===== config.mk =====
export PLATFORM = sky130hd
export DESIGN_NAME = nst_blinker
export DESIGN_NICKNAME = d
export VERILOG_FILES = /design/src/design/nst_blinker.v
export SDC_FILE = /design/constraint.sdc
export NUM_CORES = 1
export LEC_CHECK = 0
export BUFFER_PORTS_ARGS = -buffer_cell sky130_fd_sc_hd__buf_2
export CORE_MARGIN = 3
export CORE_UTILIZATION = 50
export DETAILED_ROUTE_END_ITERATION = 10
export GPL_ROUTABILITY_DRIVEN = 0
export MAX_ROUTING_LAYER = met4
export PLACE_DENSITY = 0.72
export SLEW_MARGIN = 15
export SYNTH_ARGS = -nofsm -noshare
export SYNTH_HDL_FRONTEND = slang
export SYNTH_SLANG_ARGS = --single-unit
export TNS_END_PERCENT = 5

===== constraint.sdc =====
create_clock -name aclk -period 5.5 [get_ports aclk]
set_input_delay 1.1 -clock aclk [delete_from_list [all_inputs] [get_ports aclk]]
set_output_delay 1.1 -clock aclk [all_outputs]
set_load 0.02 [all_outputs]

===== src/design/nst_blinker.v =====
// indicator blinker with continuous and counted burst modes
`timescale 1ns/100ps
module nst_blinker #(
	parameter HALF_CYCLES = 31250000,
	parameter BURST = 20
) (
	input wire aclk,
	input wire aresetn,
	input wire run,
	input wire burst_start,
	output wire led,
	output wire busy
);
	reg [31:0] tick_q;
	reg led_q;
	reg [7:0] left_q;
	reg burst_q;
	wire active;
	wire wrap;

	assign active = run | burst_q;
	assign wrap = (tick_q == HALF_CYCLES - 1);
	assign led = led_q;
	assign busy = burst_q;

	// half-period timer, led toggle and burst count
	always @(posedge aclk) begin
		if (!aresetn) begin
			tick_q <= 32'h0;
			led_q <= 1'b0;
			left_q <= 8'h0;
			burst_q <= 1'b0;
		end else if (burst_start) begin
			tick_q <= 32'h0;
			led_q <= 1'b0;
			left_q <= BURST[7:0];
			burst_q <= 1'b1;
		end else if (!active) begin
			tick_q <= 32'h0;
			led_q <= 1'b0;
		end else if (wrap) begin
			tick_q <= 32'h0;
			led_q <= ~led_q;
			// one blink ends when the led goes dark
			if (burst_q && led_q) begin
				left_q <= left_q - 8'h01;
				if (left_q == 8'h01)
					burst_q <= 1'b0;
			end
		end else begin
			tick_q <= tick_q + 32'h1;
		end
	end
endmodule


Word level (Yosys, flattened, before mapping). Index checks and enable logic that the tools add are counted.

$add $sub $neg: 2. Eq/ne operators: 2. Mux-type cells: 9. Bitwise logic cells: 4. Reduce and logical (&&, ||, !) cells: 11.

Operator list (count): $add 32x1->32 const B (1); $eq 32x25->1 const B (1); $mux 5 (4); $eq 8x1->1 const B (1); $reduce_bool 2->1 (4); $sub 8x1->8 const B (1); $reduce_and 3->1 (2); $mux 1 (5); $reduce_and 4->1 (1); $reduce_or 4->1 (1); $not 1->1 (3); $reduce_or 3->1 (1); $reduce_or 2->1 (1); $logic_and 1x1->1 (1); $or 1x1->1 (1).

Bits in registers: 42.

Depth between registers and ports, before layout. Gate-level depths: netlist (run 1).

Depth in word-level cells: 6. Gate-level depth with buffers: 8. Mapped depth without buffers: 6.

Worst setup path before layout (run 1). No wires, ideal clock.

Kind: flip-flop to flip-flop. From: register tick_q[0]. To: register left_q[5]. Setup time: 70 ps. Arrival: 2059 ps. Slack: 3371 ps. Stages on the path, launching flop included: 8. Buffers on the path: 1. Cells stage by stage: dfxtp_1 -> ha_1 -> nand3_1 -> or3_1 -> or3_1 -> buf_6 -> or4_1 -> a21oi_1.

Cells in the longest elaborated chain, start to end: 2.

Ends and longest elaborated chain: from (decl) (line 14) `reg [31:0] tick_q;`; from (signal assigned) (line 51) `tick_q <= tick_q + 32'h1;`; $eq 32x25->1 (line 22) `assign wrap = (tick_q == HALF_CYCLES - 1);`; $reduce_and 3->1 (no line); to (signal assigned) (line 36) `left_q <= BURST[7:0];`; to (signal assigned) (line 46) `left_q <= left_q - 8'h01;`; to (decl) (line 16) `reg [7:0] left_q;`.

No other way between the ends. A chain may end at the register's enable or synchronous reset.

Worst setup path after layout (run 1).
From: register tick_q[0]. To: register tick_q[16].

Cells in the longest elaborated chain, start to end: 2. Elaborated cells on any way between the ends: 3. Those cells by class: add/sub (1); eq/ne (1); reduce/logical (1).

Ends and longest elaborated chain: branches (longest 2 deep; another with $add 32x1->32).

Several ways; the timed one is not identified.

==> results.ini, run 1 <==
[routing]
dr.pass1.iters = 4
drtIter0Drc = 46
wl_per_cell_um = 12.6
via_count = 1516
antenna_left = 0
drc = 0
wirelength_um = 3540
via_per_inst = 5.40

[setup_path]
critical_path.max_stage_delay_ns = 0.93
crit_top_cell = or3_1
cp-start-kind = register
cpMaxStageDelayCell = or2b_1
crit_arrival_ns = 2.95
path_max_fanout = 32
critical-path-top-delay-family = simple AND/OR/NAND/NOR gates
worstSetupEndpointType = register
path_buf_inv = 0
worstPathCellList = ha_1 > nand3_1 > or3_1 > or3_1 > or2b_1 > nor2_1
critPathRequiredTime_ns = 5.64
critical_path_class = reg -> reg

[placed_design]
dpl_worst_slack_ns = 2.65
place.port_buffers = 5
place_inst = 273
hpwl_um = 2440

[timing]
layout_min_cycle_time_ns = 2.80
relSlewSlack_pct = 27.8
fin_ws_ns = 2.70
finalCritPeriodShare_pct = 50.9
hold_viol_final = 0
fin_tns_setup_ns = 0
skew_ns = 0.0104
worstMarginPinSlew_ns = 1.08
maxSlewViolCount = 0
max_freq_mhz = 357
setup_viol = 0
rsz0062_at_grt = false

[synth]
synth-edff-count = 0
ys_seq_area_share_pct = 42.6
synth-seq-cells = 42
synth_area_um2 = 1980
syn_inst = 230
yosys_warnings = 0
yosysUniqueCellTypes = 32
synth_area_per_cell_um2 = 8.59
synth_flop_cell = dfxtp_1
synth_nets = 237
async_flop_share_pct = 0

[finish]
nFillCells = 356
fin_util_pct = 56.0
fin_cells = 281
layout_commonest_cell = dfxtp_1
multi_input_area_um2 = 1040
area_growth_pct = 6.08
most-common-layout-cells = dfxtp_1, nor2_1, xnor2_1
fin_nets = 239
regArea_um2 = 841
n_antenna_cell = 0
drive_gt1_share_pct = 6.44

[clock_network]
clock_path_buffers = 2
htree_levels = 2
numCtsBuffers = 5
clock_latency_ns = 0.30
cts.clk_slew.worst_paths_ns = 0.08
cts_setup_buffers = 0
numClockSinks = 42
tritoncts = done
cts.repair.resized = 0
ctsHoldBuffers = 0
ctsRootBufferMaster = clkbuf_8

[floorplanning]
core_area_um2 = 3740
die_height_um = 68.9
rows = 22
io_pins = 6
start_util_pct = 52.8
die_w_um = 68.9
dieArea_um2 = 4740

[run_status]
outcome = finished, final reports clean

[power_and_ir_drop]
powerDensity_nw_per_um2 = 252
leakage_nw = 0.596
irDropWorstVdd_uv = 163

[global_route]
grt_pass1_vias = 1388
grt_pass1_wl_um = 6310
grt_usage_pct = 18.0
grt_start_max_net_pins = 33
grt-ovfl-total = 0
antenna_found_initial = 0

[hold_path]
hp-class = reg -> reg

[flow_run]
cap_viol_max_count = 0

per-stage QoR:
step	hold WS [ns]	power (mW)	instance area, µm²
after floorplan	0.426	0.325	1980
after global placement	0.440	0.329	2000
after detailed placement	0.452	0.329	2000
after CTS	0.471	0.534	2100
after global routing	0.486	0.547	2100
final	0.471	0.528	2100
layout make-up:
class,instances,area share [%]
Sequential cell,42,40.1
Multi-Input combinational cell,170,49.9
Clock buffer,6,3.94
Timing Repair Buffer,5,1.19
Tap cell,48,2.87
Clock inverter,2,0.597
Inverter,8,1.43
per-layer routing:
layer / GRT usage, % / part of all wire (%)
met1: 23.5 / 50
met2: 26.8 / 46
met3: 5.51 / 2.1
met4: 5.60 / 1.2
met5: - / 0
cells in the mapped netlist (2+ instances only):
cell | number | area [µm²]
a211oi_1 | 2 | 15.0
dfxtp_1 | 42 | 841
nor2_1 | 41 | 154
nand2_1 | 10 | 37.5
xnor2_1 | 25 | 219
clkbuf_1 | 4 | 15.0
nand4_1 | 7 | 43.8
xor2_1 | 7 | 61.3
nand3_1 | 14 | 70.1
nor3_1 | 11 | 55.1
o31ai_1 | 4 | 30.0
a21oi_1 | 6 | 30.0
ha_1 | 3 | 37.5
o21ai_0 | 2 | 10.0
buf_6 | 2 | 22.5
or4_1 | 3 | 22.5
or3_1 | 7 | 43.8
nor3b_1 | 2 | 15.0
nor4_1 | 8 | 50.1
inv_1 | 8 | 30.0
nor4b_1 | 5 | 43.8
and4_1 | 5 | 43.8
buf_2 | 3 | 15.0
sequential cells by signal, summed over array words and instances, names as in the netlist:
| name | count |
|---|---|
| tick_q | 32 |
| left_q | 8 |
| busy | 1 |
| led | 1 |
logic make-up after synthesis:
family | after synthesis | synth area share (%)
adders and majority gates | 3 | 1.90
and+or+nand+nor | 118 | 31.2
DFF | 42 | 42.6
buffers and inverters | 18 | 4.56
xor gates and xnor gates | 32 | 14.2
AOI/OAI and AO/OA | 17 | 5.57
where the power goes:
group / total, mW / switching [mW] / leakage [nW] / internal (mW)
logic: 0.0136 / 0.00910 / 0.209 / 0.00449
clock network: 0.206 / 0.105 / 0.0472 / 0.101
registers: 0.308 / 0.00242 / 0.339 / 0.306
total: 0.528 / 0.117 / 0.596 / 0.411
path summary, 6_finish.rpt:
path | startpoint | cells past startpoint | endpoint | slack (ns)
max | tick_q[0]$_SDFF_PP0_ | 6 | tick_q[16]$_SDFF_PP0_ | 2.70
min | tick_q[0]$_SDFF_PP0_ | 1 | tick_q[0]$_SDFF_PP0_ | 0.47
max reg2reg | tick_q[0]$_SDFF_PP0_ | 6 | tick_q[16]$_SDFF_PP0_ | 2.70
min reg2reg | tick_q[0]$_SDFF_PP0_ | 1 | tick_q[0]$_SDFF_PP0_ | 0.47
(Power assumes the default switching activity.)
==> run 2: changes to the inputs <==
==> constraint.sdc (replaced) <==
create_clock -name aclk -period 2.8 [get_ports aclk]
set_input_delay 0.56 -clock aclk [delete_from_list [all_inputs] [get_ports aclk]]
set_output_delay 0.56 -clock aclk [all_outputs]
set_load 0.02 [all_outputs]
==> run 2 against run 1 <==
  * Setup slack worse by 2.2 ns
  * Clock power is 89% higher
  * Critical path type unchanged
  * Largest cell class unchanged
  * Die area stayed put
  * Utilization up 0.27 points
  * Sequential power grew 97%
==> results.ini, run 2 (synthesis results as in run 1) <==
[run_status]
outcome = finished, final reports clean

[finish]
nFillCells = 355
top_regs = tick_q x32, left_q x8
layout_commonest_cell = dfxtp_1
area_growth_pct = 6.59
final_area_um2 = 2110
fin_cells = 283
n_antenna_cell = 0
drive_gt1_share_pct = 7.23
largest_reg_flops = 32
fin_nets = 241
largest_register = tick_q
most-common-layout-cells = dfxtp_1, nor2_1, xnor2_1

[hold_path]
holdPathEnd = tick_q[0]$_SDFF_PP0_
min_from = tick_q[0]$_SDFF_PP0_
hp-class = reg -> reg
holdPathStages = 1

[setup_path]
critical_path_class = reg -> reg
crit-reg2reg-capture = left_q[5]$_SDFFE_PP0P_
critPathRequiredTime_ns = 3.03
crit_top_cell = or3_1
r2r_cells = 6
path_max_fanout = 10
cp-start-kind = register
cpMaxStageDelayCell = or4_1
cp-startpoint = tick_q[0]$_SDFF_PP0_
critical-path-top-delay-family = simple AND/OR/NAND/NOR gates
path_buf_inv = 0
critical_path.max_stage_delay_ns = 0.54
worstPathCellList = ha_1 > nand3_1 > or3_1 > or3_1 > or4_1 > a21oi_1
worstSetupEndpointType = register
cp_num_cells = 6
crit_arrival_ns = 2.56
r2r-start = tick_q[0]$_SDFF_PP0_
r2r_slack_ns = 0.47

[power_and_ir_drop]
irDropWorstVdd_uv = 358
sw_frac_of_total_pct = 23.3
clock_power_share_pct = 38.1
leakage_nw = 0.601
pwr-share-seq_pct = 59.1
power_switching_uw = 238
p_int_uw = 787
powerDensity_nw_per_um2 = 487
combPwrFrac_pct = 2.8

[timing]
layout_min_cycle_time_ns = 2.33
max_freq_mhz = 428
hold_viol_final = 0
skew_ns = 0.00741
setup_viol = 0
relSlewSlack_pct = 50.5
maxSlewViolCount = 0
fin_ws_ns = 0.466
rsz0062_at_grt = false
holdWs_ns = 0.465
fin_tns_setup_ns = 0
worstMarginPinSlew_ns = 0.736
finalCritPeriodShare_pct = 83.4

[placed_design]
place.port_buffers = 5
dpl_worst_slack_ns = 0.496
dpl_cell_area_um2 = 2020
place_inst = 275
hpwl_um = 2590

[flow_run]
cap_viol_max_count = 0

[clock_network]
cts_setup_buffers = 0
htree_levels = 2
clock_path_buffers = 2
cts.clk_slew.worst_paths_ns = 0.09
numClockSinks = 42
tritoncts = done
ctsHoldBuffers = 0
clock_latency_ns = 0.30
cts.repair.resized = 0
ctsRootBufferMaster = clkbuf_8
numCtsBuffers = 5

[floorplanning]
die_w_um = 68.9
rows = 22
start_util_pct = 52.8
dieArea_um2 = 4740
core_area_um2 = 3740
io_pins = 6
die_height_um = 68.9

[global_route]
grt_usage_pct = 17.3
antenna_found_initial = 0
grt_pass1_wl_um = 6020
grt-ovfl-total = 0
grt_start_max_net_pins = 17
grt_pass1_vias = 1335

[routing]
drc = 0
antenna_left = 0
via_per_inst = 5.46
dr.pass1.iters = 4
drtIter0Drc = 85
wl_per_cell_um = 12.7
via_count = 1544
wirelength_um = 3600

## run 2: cell count changes in the layout (fill, tap and decap cells not counted)
cell and delta:
clkbuf_8 -1, clkinv_4 +1, buf_4 +2
## run 2: worst reg2reg max path: stages (launching register included)
cell and delay [ns]:
dfxtp_1 0.38, ha_1 0.21, nand3_1 0.12, or3_1 0.40, or3_1 0.47, or4_1 0.54
a21oi_1 0.15
## run 2: final cells by class
cell class	instances	area (µm²)	share of cell area, %
Multi-Input combinational cell	170	1040	49.6
Sequential cell	42	841	39.9
Clock buffer	5	68.8	3.27
Tap cell	48	60.1	2.85
Timing Repair Buffer	7	40.0	1.90
Inverter	8	30.0	1.43
Clock inverter	3	21.3	1.01
## run 2: how the worst max path moves through the flow
stage	end	slack [ns]
2_1_floorplan	left_q[5]$_SDFFE_PP0P_	0.67
3_3_place_gp	left_q[5]$_SDFFE_PP0P_	0.58
3_5_place_dp	left_q[5]$_SDFFE_PP0P_	0.50
4_1_cts	left_q[5]$_SDFFE_PP0P_	0.46
5_1_grt	left_q[3]$_SDFFE_PP0P_	0.32
6_report	left_q[5]$_SDFFE_PP0P_	0.47
## run 2: metrics by stage
stage / total power [mW] / util [%]
after floorplan: 0.638 / -
after global placement: 0.649 / 53.8
after detailed placement: 0.649 / 53.8
after CTS: 1.04 / 56.3
after global routing: 1.06 / 56.3
final: 1.03 / 56.3
## run 2: power groups by stage
stage | Combinational, mW | Sequential [mW] | Clock (mW)
2_1_floorplan | 0.0181 | 0.620 | 0
3_3_place_gp | 0.0290 | 0.620 | 0
3_5_place_dp | 0.0294 | 0.620 | 0
4_1_cts | 0.0295 | 0.606 | 0.401
5_1_grt | 0.0325 | 0.607 | 0.417
6_report | 0.0292 | 0.606 | 0.390
## run 2: layer usage
| layer | vias to the layer above | global-route usage [%] | routed length, µm |
|---|---|---|---|
| met5 | - | - | 0 |
| met4 | 0 | 6.57 | 65 |
| li1 | 805 | - | - |
| met3 | 7 | 4.38 | 109 |
| met1 | 710 | 22.8 | 1770 |
| met2 | 22 | 25.6 | 1650 |
==> run 3: changes to the inputs <==
--- a/config.mk
+++ b/config.mk
@@ -5,6 +5,7 @@
 export SDC_FILE = /design/constraint.sdc
 export NUM_CORES = 1
 export LEC_CHECK = 0
+export ABC_AREA = 1
 export BUFFER_PORTS_ARGS = -buffer_cell sky130_fd_sc_hd__buf_2
 export CORE_MARGIN = 3
 export CORE_UTILIZATION = 50
==> constraint.sdc (replaced) <==
create_clock -name aclk -period 2.3 [get_ports aclk]
set_input_delay 0.46 -clock aclk [delete_from_list [all_inputs] [get_ports aclk]]
set_output_delay 0.46 -clock aclk [all_outputs]
set_load 0.02 [all_outputs]
==> run 3 against run 2 <==
  * Power up 25%
  * First-iteration DRC count up 93%
  * Global-route usage up 4.3 points
  * Utilization up 1.1 points
  * Synthesized cell count up 83%
  * Largest power group unchanged
==> results.ini, run 3 <==
[setup_path]
worstPathCellList = ha_1 > nand2_1 > nor2_4 > nand3_1 > nor2_1 > nand2_1 > nand4_1 > buf_4 > nor2_1
path_buf_inv = 1
critical_path.max_stage_delay_ns = 0.36
path_max_fanout = 30
worstSetupEndpointType = register
cp-start-kind = register
critical-path-top-delay-family = simple AND/OR/NAND/NOR gates
critical_path_class = reg -> reg
critPathRequiredTime_ns = 2.48
cpMaxStageDelayCell = dfxtp_1
crit_arrival_ns = 1.94

[synth]
synth-xor-area-share_pct = 3.68
ys_top_cells_by_count = nand2_1, nor2_1, inv_1, dfxtp_1, nand3_1
ys_seq_area_share_pct = 32.1
synthMuxAreaShare_pct = 0
synth-adder-area-share_pct = 1.43
syn_inst = 420
yosys_warnings = 0
yosys.area_share.simple_pct = 47.3
synth_top_family_by_area = simple AND/OR/NAND/NOR gates
synth_area_per_cell_um2 = 6.24
synth-seq-cells = 42
async_flop_share_pct = 0
synth_top_area_share_pct = 32.1
synth_flop_cell = dfxtp_1
synth_area_um2 = 2620
synth.most_common_cell = nand2_1
yosysTopAreaCell = dfxtp_1
yosysUniqueCellTypes = 28
synth_nets = 427
netlist_top_cells_area = dfxtp_1, nand2_1, nor2_1, inv_1, nand3_1
synth_compound_area_share_pct = 6.78
synth-edff-count = 0

[routing]
via_count = 2545
drc = 0
wl_per_cell_um = 12.1
dr.pass1.iters = 6
wirelength_um = 6040
via_per_inst = 5.12
antenna_left = 0
drtIter0Drc = 164

[power_and_ir_drop]
irDropWorstVdd_uv = 415
leakage_nw = 0.934
power_mw = 1.29
powerDensity_nw_per_um2 = 459

[finish]
top_regs = tick_q x32, left_q x8
area_growth_pct = 6.93
fin_cells = 497
most-common-layout-cells = nand2_1, nor2_1, inv_1
layout_commonest_cell = nand2_1
n_antenna_cell = 0
largest_reg_flops = 32
fin_util_pct = 57.4
drive_gt1_share_pct = 10.2
largest_register = tick_q
fin_nets = 436

[global_route]
grt-ovfl-total = 0
grt_usage_pct = 21.7
antenna_found_initial = 0
grt_pass1_vias = 2292
grt_start_max_net_pins = 31
grt_pass1_wl_um = 10400

[placed_design]
place_inst = 489
hpwl_um = 4720
place.port_buffers = 5

[clock_network]
cts.clk_slew.worst_paths_ns = 0.08
cts.repair.resized = 0
htree_levels = 2
cts_setup_buffers = 0
clock_path_buffers = 2
ctsRootBufferMaster = clkbuf_8
tritoncts = done
ctsHoldBuffers = 0
numCtsBuffers = 5
clock_latency_ns = 0.30
numClockSinks = 42

[flow_run]
cap_viol_max_count = 0

[floorplanning]
dieArea_um2 = 6140
start_util_pct = 53.7
die_w_um = 78.4
die_height_um = 78.4
rows = 25
io_pins = 6
core_area_um2 = 4880

[timing]
rsz0062_at_grt = false
worstMarginPinSlew_ns = 0.383
maxSlewViolCount = 0
setup_viol = 0
finalCritPeriodShare_pct = 76.4
relSlewSlack_pct = 74.3
holdWs_ns = 0.415
hold_viol_final = 0
layout_min_cycle_time_ns = 1.76
skew_ns = 0.00445
max_freq_mhz = 569
fin_tns_setup_ns = 0

[hold_path]
hp-class = in -> reg

[run_status]
outcome = finished, final reports clean

-- run 3: changes by cell type after synthesis, sizes merged, moves of 8 or more --
cell / delta
nand2: +112
inv: +46
nor2: +45
xnor2: -24
a21oi: +19
nand3: +15
nor3: +8
-- run 3: cell type report --
| cell class | count | area [µm²] |
|---|---|---|
| Timing Repair Buffer | 6 | 32.5 |
| Clock inverter | 1 | 5.00 |
| Multi-Input combinational cell | 320 | 1550 |
| Fill cell | 502 | 2080 |
| Sequential cell | 42 | 841 |
| Clock buffer | 7 | 86.3 |
| Tap cell | 67 | 83.8 |
| Inverter | 54 | 203 |
-- run 3: final timing paths --
| check | startpoint | to | slack, ns | cells after the start |
|---|---|---|---|---|
| worst max-delay path | tick_q[0]$_SDFF_PP0_ | tick_q[9]$_SDFF_PP0_ | 0.54 | 9 |
| worst min-delay path | aresetn | left_q[4]$_SDFFE_PN0P_ | 0.41 | 3 |
| worst max register to register | tick_q[0]$_SDFF_PP0_ | tick_q[9]$_SDFF_PP0_ | 0.54 | 9 |
| worst min register to register | tick_q[0]$_SDFF_PP0_ | tick_q[0]$_SDFF_PP0_ | 0.46 | 1 |
-- run 3: logic make-up after synthesis --
| logic type | after synthesis |
|---|---|
| compound gates | 34 |
| simple gates | 272 |
| flops | 42 |
| buf+inv | 58 |
| xor+xnor | 11 |
| fa+ha+maj | 3 |
-- run 3: worst reg2reg max path, delay by kind of cell (launching register included) --
| family | cells | cell delay [ns] |
|---|---|---|
| buffers and inverters | 1 | 0.32 |
| and+or+nand+nor | 7 | 0.78 |
| adders and majority gates | 1 | 0.17 |
| DFF | 1 | 0.36 |
-- run 3: where the power goes --
group	switching (mW)	leakage [nW]	total (mW)	internal [mW]
registers	0.00490	0.339	0.736	0.731
logic	0.0367	0.546	0.0546	0.0179
clock network	0.252	0.0482	0.495	0.242
total	0.294	0.934	1.29	0.992
-- run 3: per-stage QoR --
stage                     worst slack, ns  instance area, µm²
after floorplan                     0.830                2620
after global placement              0.592                2710
after detailed placement            0.545                2710
after CTS                           0.528                2800
after global routing                0.354                2800
final                               0.542                2800
-- run 3: layer usage --
metal	vias up	track usage (%)	wire, µm
met4	0	4.72	24
met5	-	-	0
li1	1354	-	-
met1	1112	28.2	2930
met2	77	35.3	2750
met3	2	3.90	332
